File: src/motion_activity_detector_regs.vh
// register map, field layout and timing constants of the activity detector
`ifndef MOTION_ACTIVITY_DETECTOR_REGS_VH
`define MOTION_ACTIVITY_DETECTOR_REGS_VH

// register indices; byte address on the bus is four times the index
`define IDX_ACT_CTRL        8'h37
`define IDX_AXIS_SEL        8'h38
`define IDX_THRESH_HIGH     8'h39
`define IDX_THRESH_LOW      8'h3a
`define IDX_DUR_HIGH        8'h3b
`define IDX_DUR_MID         8'h3c
`define IDX_DUR_LOW         8'h3d
`define IDX_INT_STATUS      8'h44
`define IDX_INT_ENABLE      8'h45
`define IDX_INT_CLEAR       8'h46
`define IDX_LIVE_STATE      8'h47

// reset values
`define RST_BYTE            8'h00
`define RST_ENABLE          2'b00
`define RST_AXIS            3'b000
`define RST_THRESH          11'h000
`define RST_DURATION        24'h000000

// field positions
`define THRESH_HIGH_MSB     2
`define THRESH_HIGH_WIDTH   3
`define AXIS_SEL_WIDTH      3
`define ENABLE_WIDTH        2
`define INT_ACT_BIT         0

// activity enable field encodings
`define ACT_MODE_ABSOLUTE   2'b01
`define ACT_MODE_REFERENCED 2'b11

// sample scaling: samples are multiplied by 16 before compare
`define SAMPLE_SHIFT        4

// timing: one duration count is 500 us; clock period 25 ns
`define ACT_TICK_NS         500000
`define CLK_PERIOD_NS       25
`define ACT_TICK_CYCLES     ((`ACT_TICK_NS + `CLK_PERIOD_NS - 1) / `CLK_PERIOD_NS)

`endif

File: src/motion_activity_detector.v
// activity detector for a three-axis acceleration sensor, with apb registers
`timescale 1ns/1ps
`include "motion_activity_detector_regs.vh"

module motion_activity_detector #(
  parameter TICK_CYCLES = `ACT_TICK_CYCLES          // cycles per duration count
) (
  input  wire        I_CLK,                         // 40 mhz clock
  input  wire        I_RST_N,                       // synchronous reset, active low
  input  wire [11:0] I_PADDR,                       // apb byte address
  input  wire        I_PSEL,                        // apb select
  input  wire        I_PENABLE,                     // apb access phase
  input  wire        I_PWRITE,                      // apb write
  input  wire [31:0] I_PWDATA,                      // apb write data
  input  wire        I_SAMPLE_VALID,                // one-cycle strobe, new sample set
  input  wire [11:0] I_SAMPLE_X,                    // signed low-resolution x sample
  input  wire [11:0] I_SAMPLE_Y,                    // signed low-resolution y sample
  input  wire [11:0] I_SAMPLE_Z,                    // signed low-resolution z sample
  output reg  [31:0] O_PRDATA,                      // apb read data
  output reg         O_PREADY,                      // apb ready
  output reg         O_PSLVERR,                     // apb error, unmapped address
  output reg         O_ACT_EVENT,                   // one-cycle pulse per activity event
  output reg         O_IRQ                          // level interrupt
);

  // wrap value of the tick counter; the default count fits sixteen bits
  // a longer tick would need a wider counter, so the cut here is deliberate
  localparam [31:0] TICK_LAST_FULL = TICK_CYCLES - 1;
  localparam [15:0] TICK_LAST      = TICK_LAST_FULL[15:0]; // tick counter wrap value

  // scaled magnitude of a signed 13-bit difference; 17 bits hold 4096*16
  // the most negative difference still fits, as the magnitude is unsigned
  function [16:0] scaled_mag;
    input [12:0] diff;
    reg   [12:0] mag;
    begin
      mag = diff[12] ? (~diff + 13'h0001) : diff;
      scaled_mag = {mag, 4'h0};                     // shift left by four
    end
  endfunction

  // sign-extended difference of sample and reference
  // one extra bit keeps the subtraction from wrapping at full scale
  function [12:0] axis_diff;
    input [11:0] sample;
    input [11:0] ref_val;
    begin
      axis_diff = {sample[11], sample} - {ref_val[11], ref_val};
    end
  endfunction

  // byte address to register index, with alignment check
  // a misaligned address sets the top bit, so it never matches a register
  function [8:0] addr_index;
    input [11:0] addr;
    begin
      addr_index = {(addr[1:0] != 2'b00), addr[9:2]};
    end
  endfunction

  // ---------------------------------------------------------------
  // software-visible configuration
  reg  [1:0]  enable_reg;
  reg  [2:0]  axis_reg;
  reg  [10:0] thresh_reg;
  reg  [23:0] duration_reg;

  // event flag and its interrupt mask
  reg         status_reg;
  reg         int_en_reg;

  // baseline captured for referenced mode
  reg  [11:0] ref_x_reg;
  reg  [11:0] ref_y_reg;
  reg  [11:0] ref_z_reg;
  reg         ref_valid_reg;

  // duration timing: ticks inside one count, and completed counts
  reg         above_reg;
  reg  [15:0] tick_reg;
  reg  [23:0] count_reg;

  wire        access = I_PSEL & I_PENABLE;
  wire        wr_do  = access & O_PREADY & I_PWRITE;
  wire [8:0]  idx    = addr_index(I_PADDR);
  wire        hi_ok  = (I_PADDR[11:10] == 2'b00);

  // unmapped index decode shared by read and error paths
  // reserved bits and the write-only clear register read as zero
  reg         mapped;
  reg  [31:0] rd_word;
  always @* begin
    mapped  = hi_ok;
    rd_word = 32'h00000000;
    if (idx == {1'b0, `IDX_ACT_CTRL}) begin
      rd_word[1:0] = enable_reg;
    end else if (idx == {1'b0, `IDX_AXIS_SEL}) begin
      rd_word[2:0] = axis_reg;
    end else if (idx == {1'b0, `IDX_THRESH_HIGH}) begin
      rd_word[2:0] = thresh_reg[10:8];              // bits 7:3 read zero
    end else if (idx == {1'b0, `IDX_THRESH_LOW}) begin
      rd_word[7:0] = thresh_reg[7:0];
    end else if (idx == {1'b0, `IDX_DUR_HIGH}) begin
      rd_word[7:0] = duration_reg[23:16];
    end else if (idx == {1'b0, `IDX_DUR_MID}) begin
      rd_word[7:0] = duration_reg[15:8];
    end else if (idx == {1'b0, `IDX_DUR_LOW}) begin
      rd_word[7:0] = duration_reg[7:0];
    end else if (idx == {1'b0, `IDX_INT_STATUS}) begin
      rd_word[`INT_ACT_BIT] = status_reg;
    end else if (idx == {1'b0, `IDX_INT_ENABLE}) begin
      rd_word[`INT_ACT_BIT] = int_en_reg;
    end else if (idx == {1'b0, `IDX_INT_CLEAR}) begin
      rd_word = 32'h00000000;                       // write-only, reads zero
    end else if (idx == {1'b0, `IDX_LIVE_STATE}) begin
      rd_word[0] = above_reg;
      rd_word[1] = ref_valid_reg;
    end else begin
      mapped = 1'b0;
    end
  end

  // a write lands only at the completing edge of a mapped transfer
  wire        wr_ok  = wr_do & mapped & ~O_PSLVERR;

  // apb answer: one wait cycle, then ready with registered data
  // the wait cycle lets read data come from a flip-flop, at the cost of
  // one extra cycle on every transfer
  always @(posedge I_CLK) begin
    if (!I_RST_N) begin
      O_PREADY  <= 1'b0;
      O_PRDATA  <= 32'h00000000;
      O_PSLVERR <= 1'b0;
    end else begin
      O_PREADY  <= access & ~O_PREADY;
      O_PSLVERR <= access & ~O_PREADY & ~mapped;
      if (access & ~O_PREADY & ~I_PWRITE & mapped) begin
        O_PRDATA <= rd_word;
      end else begin
        O_PRDATA <= 32'h00000000;
      end
    end
  end

  // configuration writes take effect at the completing edge only
  // multi-byte values change a byte at a time, so software should
  // disable the detector while it rewrites the threshold or duration
  always @(posedge I_CLK) begin
    if (!I_RST_N) begin
      enable_reg   <= `RST_ENABLE;
      axis_reg     <= `RST_AXIS;
      thresh_reg   <= `RST_THRESH;
      duration_reg <= `RST_DURATION;
      int_en_reg   <= 1'b0;
    end else if (wr_ok) begin
      if (idx == {1'b0, `IDX_ACT_CTRL}) begin
        enable_reg <= I_PWDATA[1:0];
      end else if (idx == {1'b0, `IDX_AXIS_SEL}) begin
        axis_reg <= I_PWDATA[2:0];
      end else if (idx == {1'b0, `IDX_THRESH_HIGH}) begin
        thresh_reg[10:8] <= I_PWDATA[2:0];          // upper bits dropped
      end else if (idx == {1'b0, `IDX_THRESH_LOW}) begin
        thresh_reg[7:0] <= I_PWDATA[7:0];
      end else if (idx == {1'b0, `IDX_DUR_HIGH}) begin
        duration_reg[23:16] <= I_PWDATA[7:0];
      end else if (idx == {1'b0, `IDX_DUR_MID}) begin
        duration_reg[15:8] <= I_PWDATA[7:0];
      end else if (idx == {1'b0, `IDX_DUR_LOW}) begin
        duration_reg[7:0] <= I_PWDATA[7:0];
      end else if (idx == {1'b0, `IDX_INT_ENABLE}) begin
        int_en_reg <= I_PWDATA[`INT_ACT_BIT];
      end
    end
  end

  // ---------------------------------------------------------------
  // detector mode decode
  // codes 00 and 10 both leave the detector idle
  wire det_on  = (enable_reg == `ACT_MODE_ABSOLUTE) |
                 (enable_reg == `ACT_MODE_REFERENCED);
  wire det_ref = (enable_reg == `ACT_MODE_REFERENCED);

  // absolute mode compares against zero; referenced against captured sample
  // the baseline is held until the next event
  wire [11:0] use_rx = det_ref ? ref_x_reg : 12'h000;
  wire [11:0] use_ry = det_ref ? ref_y_reg : 12'h000;
  wire [11:0] use_rz = det_ref ? ref_z_reg : 12'h000;

  // per-axis scaled distance from the baseline; 17 bits cover a full swing
  wire [16:0] mag_x = scaled_mag(axis_diff(I_SAMPLE_X, use_rx));
  wire [16:0] mag_y = scaled_mag(axis_diff(I_SAMPLE_Y, use_ry));
  wire [16:0] mag_z = scaled_mag(axis_diff(I_SAMPLE_Z, use_rz));

  // threshold is in raw codes, never rescaled by range
  wire [16:0] thr_ext = {6'h00, thresh_reg};
  wire exceed_x = axis_reg[0] & (mag_x > thr_ext);
  wire exceed_y = axis_reg[1] & (mag_y > thr_ext);
  wire exceed_z = axis_reg[2] & (mag_z > thr_ext);
  wire exceed   = exceed_x | exceed_y | exceed_z;

  // referenced mode needs a captured baseline before it may compare
  // samples in an idle mode are dropped without effect
  wire sample_ok = I_SAMPLE_VALID & det_on & (~det_ref | ref_valid_reg);

  // detection waits while the last event is still unacknowledged
  // only a clear re-arms the detector, in either mode
  wire armed     = ~status_reg;
  wire tick_wrap = (tick_reg == TICK_LAST);
  wire zero_dur  = (duration_reg == 24'h000000);

  // last tick of the last count, and a quiet sample arriving now
  wire dur_done  = tick_wrap & (count_reg + 24'h000001 == duration_reg);
  wire dip_now   = sample_ok & ~exceed;

  // event: first exceeding sample with zero duration, else end of duration
  // a quiet sample in the closing cycle still cancels the event
  wire fire_zero = sample_ok & exceed & zero_dur;
  wire fire_dur  = above_reg & ~zero_dur & dur_done & ~dip_now;
  wire fire      = armed & det_on & (fire_zero | fire_dur);

  // above-threshold tracking and duration timing
  // the timer runs only while an exceedance lasts; any dip starts it over
  always @(posedge I_CLK) begin
    if (!I_RST_N) begin
      above_reg <= 1'b0;
      tick_reg  <= 16'h0000;
      count_reg <= 24'h000000;
    end else if (~det_on | ~armed | fire) begin
      above_reg <= 1'b0;                            // disabled block is held idle
      tick_reg  <= 16'h0000;
      count_reg <= 24'h000000;
    end else if (dip_now) begin
      above_reg <= 1'b0;                            // any dip restarts the duration
      tick_reg  <= 16'h0000;
      count_reg <= 24'h000000;
    end else if (sample_ok & exceed & ~above_reg) begin
      above_reg <= 1'b1;                            // timing starts at first exceeding sample
      tick_reg  <= 16'h0000;
      count_reg <= 24'h000000;
    end else if (above_reg) begin
      if (tick_wrap) begin
        tick_reg  <= 16'h0000;
        count_reg <= count_reg + 24'h000001;        // one count per 500 us
      end else begin
        tick_reg <= tick_reg + 16'h0001;
      end
    end
  end

  // reference capture: first sample after enabling, then after each event
  // the capturing sample is never compared, so it can raise no event
  always @(posedge I_CLK) begin
    if (!I_RST_N) begin
      ref_valid_reg <= 1'b0;
      ref_x_reg     <= 12'h000;
      ref_y_reg     <= 12'h000;
      ref_z_reg     <= 12'h000;
    end else if (~det_ref | fire) begin
      ref_valid_reg <= 1'b0;
    end else if (I_SAMPLE_VALID & ~ref_valid_reg) begin
      ref_valid_reg <= 1'b1;
      ref_x_reg     <= I_SAMPLE_X;
      ref_y_reg     <= I_SAMPLE_Y;
      ref_z_reg     <= I_SAMPLE_Z;
    end
  end

  // sticky status; a new event in the clearing cycle wins over the clear
  wire clr_hit = wr_ok & (idx == {1'b0, `IDX_INT_CLEAR}) &
                 I_PWDATA[`INT_ACT_BIT];
  wire status_next = fire | (status_reg & ~clr_hit);

  // mask value after this edge, so the interrupt follows a mask write at once
  wire en_hit      = wr_ok & (idx == {1'b0, `IDX_INT_ENABLE});
  wire int_en_next = en_hit ? I_PWDATA[`INT_ACT_BIT] : int_en_reg;

  // status, event pulse and interrupt all come straight from flip-flops
  always @(posedge I_CLK) begin
    if (!I_RST_N) begin
      status_reg  <= 1'b0;
      O_ACT_EVENT <= 1'b0;
      O_IRQ       <= 1'b0;
    end else begin
      status_reg  <= status_next;
      O_ACT_EVENT <= fire;
      O_IRQ       <= status_next & int_en_next;
    end
  end

endmodule

File: config.mk
export PLATFORM = sky130hd
export DESIGN_NAME = motion_activity_detector
export DESIGN_NICKNAME = d
export VERILOG_FILES = /design/src/motion_activity_detector.v
export VERILOG_INCLUDE_DIRS = /design/src
export SDC_FILE = /design/constraint.sdc
export NUM_CORES = 1
export LEC_CHECK = 0
export BUFFER_PORTS_ARGS = -buffer_cell sky130_fd_sc_hd__buf_2
export CELL_PAD_IN_SITES_DETAIL_PLACEMENT = 0
export CELL_PAD_IN_SITES_GLOBAL_PLACEMENT = 1
export CORE_MARGIN = 2
export CORE_UTILIZATION = 30
export DETAILED_ROUTE_END_ITERATION = 6
export PLACE_DENSITY_LB_ADDON = 0.12
export SLEW_MARGIN = 20
export SYNTH_ARGS = -nofsm -noshare
export SYNTH_HDL_FRONTEND = slang
export SYNTH_SLANG_ARGS = --single-unit
File: constraint.sdc
create_clock -name I_CLK -period 9.13 [get_ports I_CLK]
set_input_delay 0.4565 -clock I_CLK [delete_from_list [all_inputs] [get_ports I_CLK]]
set_output_delay 0.4565 -clock I_CLK [all_outputs]
set_load 0.01 [all_outputs]
==> flow_metrics.env, run 1 <==
export IMPL_std_cell_rows=68
export IMPL_nets=1470
export IMPL_clock_sinks=132
export IMPL_via_per_inst=5.011
export IMPL_synth_flop_cell="dfxtp_1"
export IMPL_multi_input_area_um2=7346
export IMPL_drt_total_wl_um=29490
export IMPL_rsz0062_at_grt="no"
export IMPL_synth_area_um2=10510
export IMPL_fillers=3753
export IMPL_status="finished, final reports clean"
export IMPL_worst_pin_slew_ps=1125
export IMPL_drtAntennaViolNets=0
export IMPL_drc=0
export IMPL_syn_instance_count=1269
export IMPL_leakagePower_nw=4.700
export IMPL_p_seq_frac=0.384
export IMPL_worstPathMaxFanout=41
export IMPL_clk_latency_ps=440
export IMPL_htree_num_levels=4
export IMPL_clkTransAtPathRegs_ps=70
export IMPL_max_freq_mhz=149.5
export IMPL_dpl_hpwl_um=21960
export IMPL_fin_setup_tns_ps=0
export IMPL_fin_skew_ps=11.50
export IMPL_ir_drop_uv=129.8
export IMPL_ios=122
export IMPL_slew_headroom=0.2443
export IMPL_yosys_cell_types_count=97
export IMPL_start_util=0.3043
export IMPL_antenna_cells=0
export IMPL_antenna_found_initial=0
export IMPL_cts_buffers=17
export IMPL_swShare=0.2927
export IMPL_synth_warnings=0
export IMPL_clock_power_share=0.464
export IMPL_switching_power_w=0.0004386
export IMPL_regArea_um2=2643
export IMPL_post_cts_setup_buffers=0
export IMPL_core_um2=34540
export IMPL_ys_async_sr_fraction=0
export IMPL_final_cells=1783
export IMPL_gp_congestion=0.7623
export IMPL_fin_crit_ps=6689
export IMPL_synth_seq_area_share=0.2514
export IMPL_portBuffers=73
export IMPL_vias=8934
export IMPL_cts_resized_gates=0
export IMPL_drt_wirelength_per_cell_um=16.54
export IMPL_period_share=0.7326
export IMPL_synth_edf_count=0
export IMPL_p_comb_frac=0.152
export IMPL_die_w_um=191.2
export IMPL_max_cap_violations=0
export IMPL_die_y_um=191.2
export IMPL_cts_root_buf="clkbuf_16"
export IMPL_crit_arrival_ps=6980
export IMPL_p_per_area_nw_per_um2=127.9
export IMPL_slew_viol_final=0
export IMPL_crit_required_ps=9420
export IMPL_fin_area_um2=11720
export IMPL_holdWs_ps=266.1
export IMPL_post_place_cells=1751
export IMPL_area_growth_pct=11.50
export IMPL_clockBufferDepth=2
export IMPL_hp_class="in2reg"
export IMPL_cts_tree="yes"
export IMPL_grt_pass1_vias=8740
export IMPL_final_layout_size_suffix_gt1_frac=0.1506
export IMPL_grt_max_degree=80
export IMPL_postSynthAreaPerCell_um2=8.282
export IMPL_drtIter0Drc=446
export IMPL_ys_ff_latch=132
export IMPL_start_kind="register"
export IMPL_ctsHoldBuffers=0
export IMPL_finalHoldViolCount=0
export IMPL_grt_usage=0.1650
export IMPL_first_pass_iters=7
export IMPL_p_int_w=0.001060
export IMPL_power_w=0.001499
export IMPL_finalSetupViolCount=0
export IMPL_grt_overflow=0
export IMPL_grt_pass1_wl_um=47610
export IMPL_path_class="reg2reg"
export IMPL_end_kind="register"
export IMPL_dieArea_um2=36550
export IMPL_dpl_cell_area_um2=11140
[power groups by stage]
stage	Clock, W	Combinational, W	Sequential, W
6_report	0.000695	0.000227	0.000576
5_1_grt	0.000744	0.000259	0.000576
4_1_cts	0.000724	0.000230	0.000576
3_5_place_dp	0	0.000229	0.000589
3_3_place_gp	0	0.000228	0.000589
2_1_floorplan	0	0.000177	0.000589
[cells in the final DEF, fill, tap and decap left out, types with 36 or more instances in the layout]
cell and count:
a21oi_1 50, buf_2 73, dfxtp_1 132, ha_1 66, inv_1 41, mux2i_1 83, nand2_1 113, nand3_1 36
nor2_1 162, nor3_2 36, o21ai_0 36, xnor2_1 52, xor2_1 50
[worst max-delay path, cell delays in order, from the launching register on]
cell	delay, ps
dfxtp_1	540
and2_1	680
buf_4	350
nand2_1	90
ha_1	460
o211ai_1	210
o211ai_1	410
nand4_1	170
a22oi_2	500
mux2_2	410
ha_1	290
a21o_1	180
a21o_1	160
a21oi_1	140
nor2b_1	60
o21ai_0	150
a21oi_1	90
o31a_1	230
a311o_1	430
o31ai_4	250
buf_4	600
nor3_2	90
[routing by layer]
| metal | global-route usage | part of all wire | vias up |
|---|---|---|---|
| met5 | 0 | 0 | - |
| met4 | 0.03669 | 0.012 | 0 |
| met3 | 0.02772 | 0.021 | 17 |
| met2 | 0.2795 | 0.47 | 94 |
| met1 | 0.2188 | 0.49 | 4204 |
| li1 | - | - | 4619 |
[Yosys cell counts, drive strengths merged (4+ instances only)]
library cell | number | area, µm²
nand2b | 9 | 56.30
o21a | 5 | 37.54
nor4 | 15 | 127.6
buf | 44 | 345.3
a31oi | 9 | 62.56
a21oi | 52 | 275.3
dfxtp | 132 | 2643
nand3 | 40 | 227.7
nand3b | 4 | 30.03
and3 | 28 | 185.2
mux2i | 83 | 830.8
o21ai | 43 | 215.2
a221oi | 9 | 108.9
nor2b | 12 | 75.07
xnor2 | 53 | 471.7
o2111ai | 4 | 35.03
nor3b | 6 | 55.05
nand4 | 23 | 143.9
and4 | 5 | 43.79
nor3 | 66 | 510.5
a222oi | 6 | 60.06
nor2 | 166 | 630.6
ha | 66 | 825.8
inv | 42 | 157.7
nor4b | 8 | 85.08
or2 | 4 | 25.03
o211ai | 10 | 88.83
and2 | 11 | 68.82
a21o | 18 | 135.1
clkbuf | 33 | 123.9
nand2 | 113 | 424.2
a21boi | 5 | 37.53
or3 | 6 | 37.54
a211oi | 17 | 152.7
mux2 | 7 | 78.82
o31ai | 6 | 63.81
xor2 | 50 | 437.9
[final cells by class]
type,instances,area share
clock buffer,19,0.03865
timing repair buffer,81,0.03630
sequential,132,0.2255
multi-input combinational,1041,0.6268
clock inverter,13,0.01068
inverter,42,0.01345
tap,455,0.04858
[metrics by stage]
stage | util | setup WS, ps
floorplan | - | 3943
global route | 0.3392 | 1845
detailed placement | 0.3225 | 2347
global placement | 0.3225 | 2366
CTS | 0.3392 | 2314
finish | 0.3392 | 2441
[final timing paths]
path / depth (start not counted) / to / slack (ps) / from
setup / recovery: 21 / count_reg[23] / 2440 / enable_reg[0]
hold / removal: 3 / ref_y_reg[0] / 270 / I_SAMPLE_Y[0]
setup reg to reg: 21 / count_reg[23] / 2440 / enable_reg[0]
hold reg to reg: 2 / ref_x_reg[6] / 490 / ref_x_reg[6]
[cells by family (layout without fill, tap and decap cells)]
| kind of cell | count (synthesis) | after routing | share of synthesized area |
|---|---|---|---|
| fa+ha+maj | 69 | 69 | 0.08429 |
| simple gates | 527 | 527 | 0.2687 |
| mux | 90 | 90 | 0.08655 |
| other cells | 1 | 24 | 0.0003568 |
| flops | 132 | 132 | 0.2514 |
| compound gates | 228 | 228 | 0.1625 |
| buf+inv | 119 | 155 | 0.05964 |
| xor+xnor | 103 | 103 | 0.08655 |
(Power assumes the default switching activity.)
==> inputs of run 2 (changes only) <==
Settings changed: ABC_AREA set to 1.
Clock period 9.13 ns to 5.55 ns, I/O delays scaled along.
==> flow_metrics.env, run 2 <==
export IMPL_hp_class="in2reg"
export IMPL_critPathSlowestCell="fa_1"
export IMPL_clk_latency_ps=460
export IMPL_fin_skew_ps=13.10
export IMPL_cpPeakStageDelay_ps=470
export IMPL_ys_ff_latch=132
export IMPL_htree_num_levels=4
export IMPL_clkTransAtPathRegs_ps=70
export IMPL_drc=0
export IMPL_final_layout_size_suffix_gt1_frac=0.08265
export IMPL_synth_top_area_frac=0.2363
export IMPL_slew_viol_final=0
export IMPL_synth_flop_cell="dfxtp_1"
export IMPL_clock_sinks=132
export IMPL_die_w_um=197.1
export IMPL_dieArea_um2=38840
export IMPL_slew_headroom=0.2945
export IMPL_crit_top_cell="nand2_1"
export IMPL_period_share=0.8986
export IMPL_synth_warnings=0
export IMPL_first_pass_iters=5
export IMPL_clockBufferDepth=2
export IMPL_max_cap_violations=0
export IMPL_leakagePower_nw=6.084
export IMPL_crit_required_ps=5900
export IMPL_gp_congestion=0.8480
export IMPL_ys_async_sr_fraction=0
export IMPL_layout_commonest_cell="nand2_1"
export IMPL_fillers=4138
export IMPL_synth_common_cells="nand2_1 (520), inv_1 (322), nor2_1 (213)"
export IMPL_start_util=0.3047
export IMPL_fin_crit_ps=4987
export IMPL_p_per_area_nw_per_um2=211.4
export IMPL_yosysMostFrequentCell="nand2_1"
export IMPL_postSynthAreaPerCell_um2=5.961
export IMPL_syn_instance_count=1876
export IMPL_fin_setup_tns_ps=0
export IMPL_nets=2090
export IMPL_portBuffers=73
export IMPL_cts_root_buf="clkbuf_16"
export IMPL_dpl_hpwl_um=26970
export IMPL_synth_top_area_cell="dfxtp_1"
export IMPL_synth_edf_count=0
export IMPL_start_kind="register"
export IMPL_regArea_um2=2643
export IMPL_multi_input_area_um2=6930
export IMPL_synth_area_um2=11180
export IMPL_synth_area_leaders="dfxtp_1 (24%), nand2_1 (17%), inv_1 (11%)"
export IMPL_power_w=0.002669
export IMPL_drtAntennaViolNets=0
export IMPL_final_cell_mix="nand2_1 (520), inv_1 (322), nor2_1 (212), dfxtp_1 (132), nand3_1 (120)"
export IMPL_vias=11275
export IMPL_worst_pin_slew_ps=1056
export IMPL_drt_wirelength_per_cell_um=14.17
export IMPL_ir_drop_uv=210.9
export IMPL_grt_usage=0.1828
export IMPL_area_growth_pct=12.90
export IMPL_via_per_inst=4.665
export IMPL_end_kind="register"
export IMPL_worstPathMaxFanout=17
export IMPL_grt_pass1_vias=10779
export IMPL_final_cells=2417
export IMPL_post_place_cells=2384
export IMPL_crit_arrival_ps=5330
export IMPL_rsz0062_at_grt="no"
export IMPL_antenna_found_initial=4
export IMPL_cts_tree="yes"
export IMPL_grt_pass1_wl_um=55930
export IMPL_finalHoldViolCount=0
export IMPL_ctsHoldBuffers=0
export IMPL_drt_total_wl_um=34250
export IMPL_status="finished, final reports clean"
export IMPL_max_freq_mhz=200.5
export IMPL_path_class="reg2reg"
export IMPL_ios=122
export IMPL_die_y_um=197.1
export IMPL_grt_max_degree=81
export IMPL_synth_seq_area_share=0.2363
export IMPL_yosys_cell_types_count=57
export IMPL_finalSetupViolCount=0
export IMPL_std_cell_rows=70
export IMPL_grt_overflow=0
export IMPL_core_um2=36700
export IMPL_drtIter0Drc=497
export IMPL_cts_buffers=17
## run 2: cell count changes in the layout (fill, tap and decap cells not counted), moves of 45 or more
cell,before,now
xnor2_1,52,7
nand4_1,23,80
nand3_1,36,120
inv_1,41,322
mux2i_1,83,1
nor2_1,162,212
nand2_1,113,520
o21ai_0,36,86
## run 2: final cells by class
type | count | share of cell area
Multi-Input combinational cell | 1355 | 0.5489
Inverter | 343 | 0.1023
Antenna cell | 1 | 0.0001982
Clock buffer | 17 | 0.03369
Timing Repair Buffer | 86 | 0.03994
Sequential cell | 132 | 0.2093
Tap cell | 468 | 0.04638
Clock inverter | 15 | 0.01932
## run 2: report_power, final
group	leakage [nW]	total [W]	internal [W]	switching, W
registers	1.06	0.000948	0.000948	0.000000346
clock network	0.324	0.00133	0.000811	0.000518
logic	4.70	0.000393	0.000139	0.000253
total	6.08	0.00267	0.00190	0.000771
## run 2: logic make-up after synthesis
group	count (synthesis)	synth area share
adder cells (fa/ha/maj)	69	0.07921
AO/OA/AOI/OAI	208	0.1019
flip-flops	132	0.2363
AND/OR/NAND/NOR	1010	0.3940
buffers and inverters	412	0.1524
multiplexers	1	0.0008951
XOR/XNOR	43	0.03491
other	1	0.0003353
## run 2: per-layer routing
| layer | wire [µm] | vias to the layer above | track usage |
|---|---|---|---|
| met4 | 698 | 6 | 0.05931 |
| met3 | 1084 | 43 | 0.03671 |
| met5 | 34 | - | 0 |
| met1 | 15850 | 5061 | 0.2224 |
| met2 | 16580 | 122 | 0.3219 |
| li1 | - | 6043 | - |
## run 2: metrics by stage
step / hold WS [ps] / area [µm²] / worst slack (ps) / util
final: 91.82 / 12630 / 562.8 / 0.3441
after global routing: 95.58 / 12620 / 31.48 / 0.3440
after CTS: 69.31 / 12620 / 407.7 / 0.3438
after detailed placement: 452.7 / 11950 / 440.6 / 0.3255
after global placement: 458.0 / 11950 / 483.4 / 0.3255
after floorplan: 432.8 / 11270 / 952.4 / -
## run 2: final timing paths
kind / startpoint / endpoint / slack [ps] / cells after the start
worst max-delay path: enable_reg[1] / ref_z_reg[4] / 560 / 31
worst min-delay path: I_PENABLE / O_PREADY / 90 / 3
worst max register to register: enable_reg[1] / ref_z_reg[4] / 560 / 31
worst min register to register: O_PREADY / O_PREADY / 460 / 1
## run 2: worst max-delay path, delay by kind of cell (launching register included)
kind / cells / cell delay, ps
DFF: 1 / 390
adders and majority gates: 3 / 900
xor gates and xnor gates: 1 / 120
AOI/OAI and AO/OA: 1 / 280
and+or+nand+nor: 21 / 2430
buffers and inverters: 5 / 740
## run 2: what timing repair did
| action | in CTS | in global routing |
|---|---|---|
| resized for setup | 0 | 3 |
| endpoints found under the setup margin | 0 | 27 |
| setup buffers | 0 | 0 |
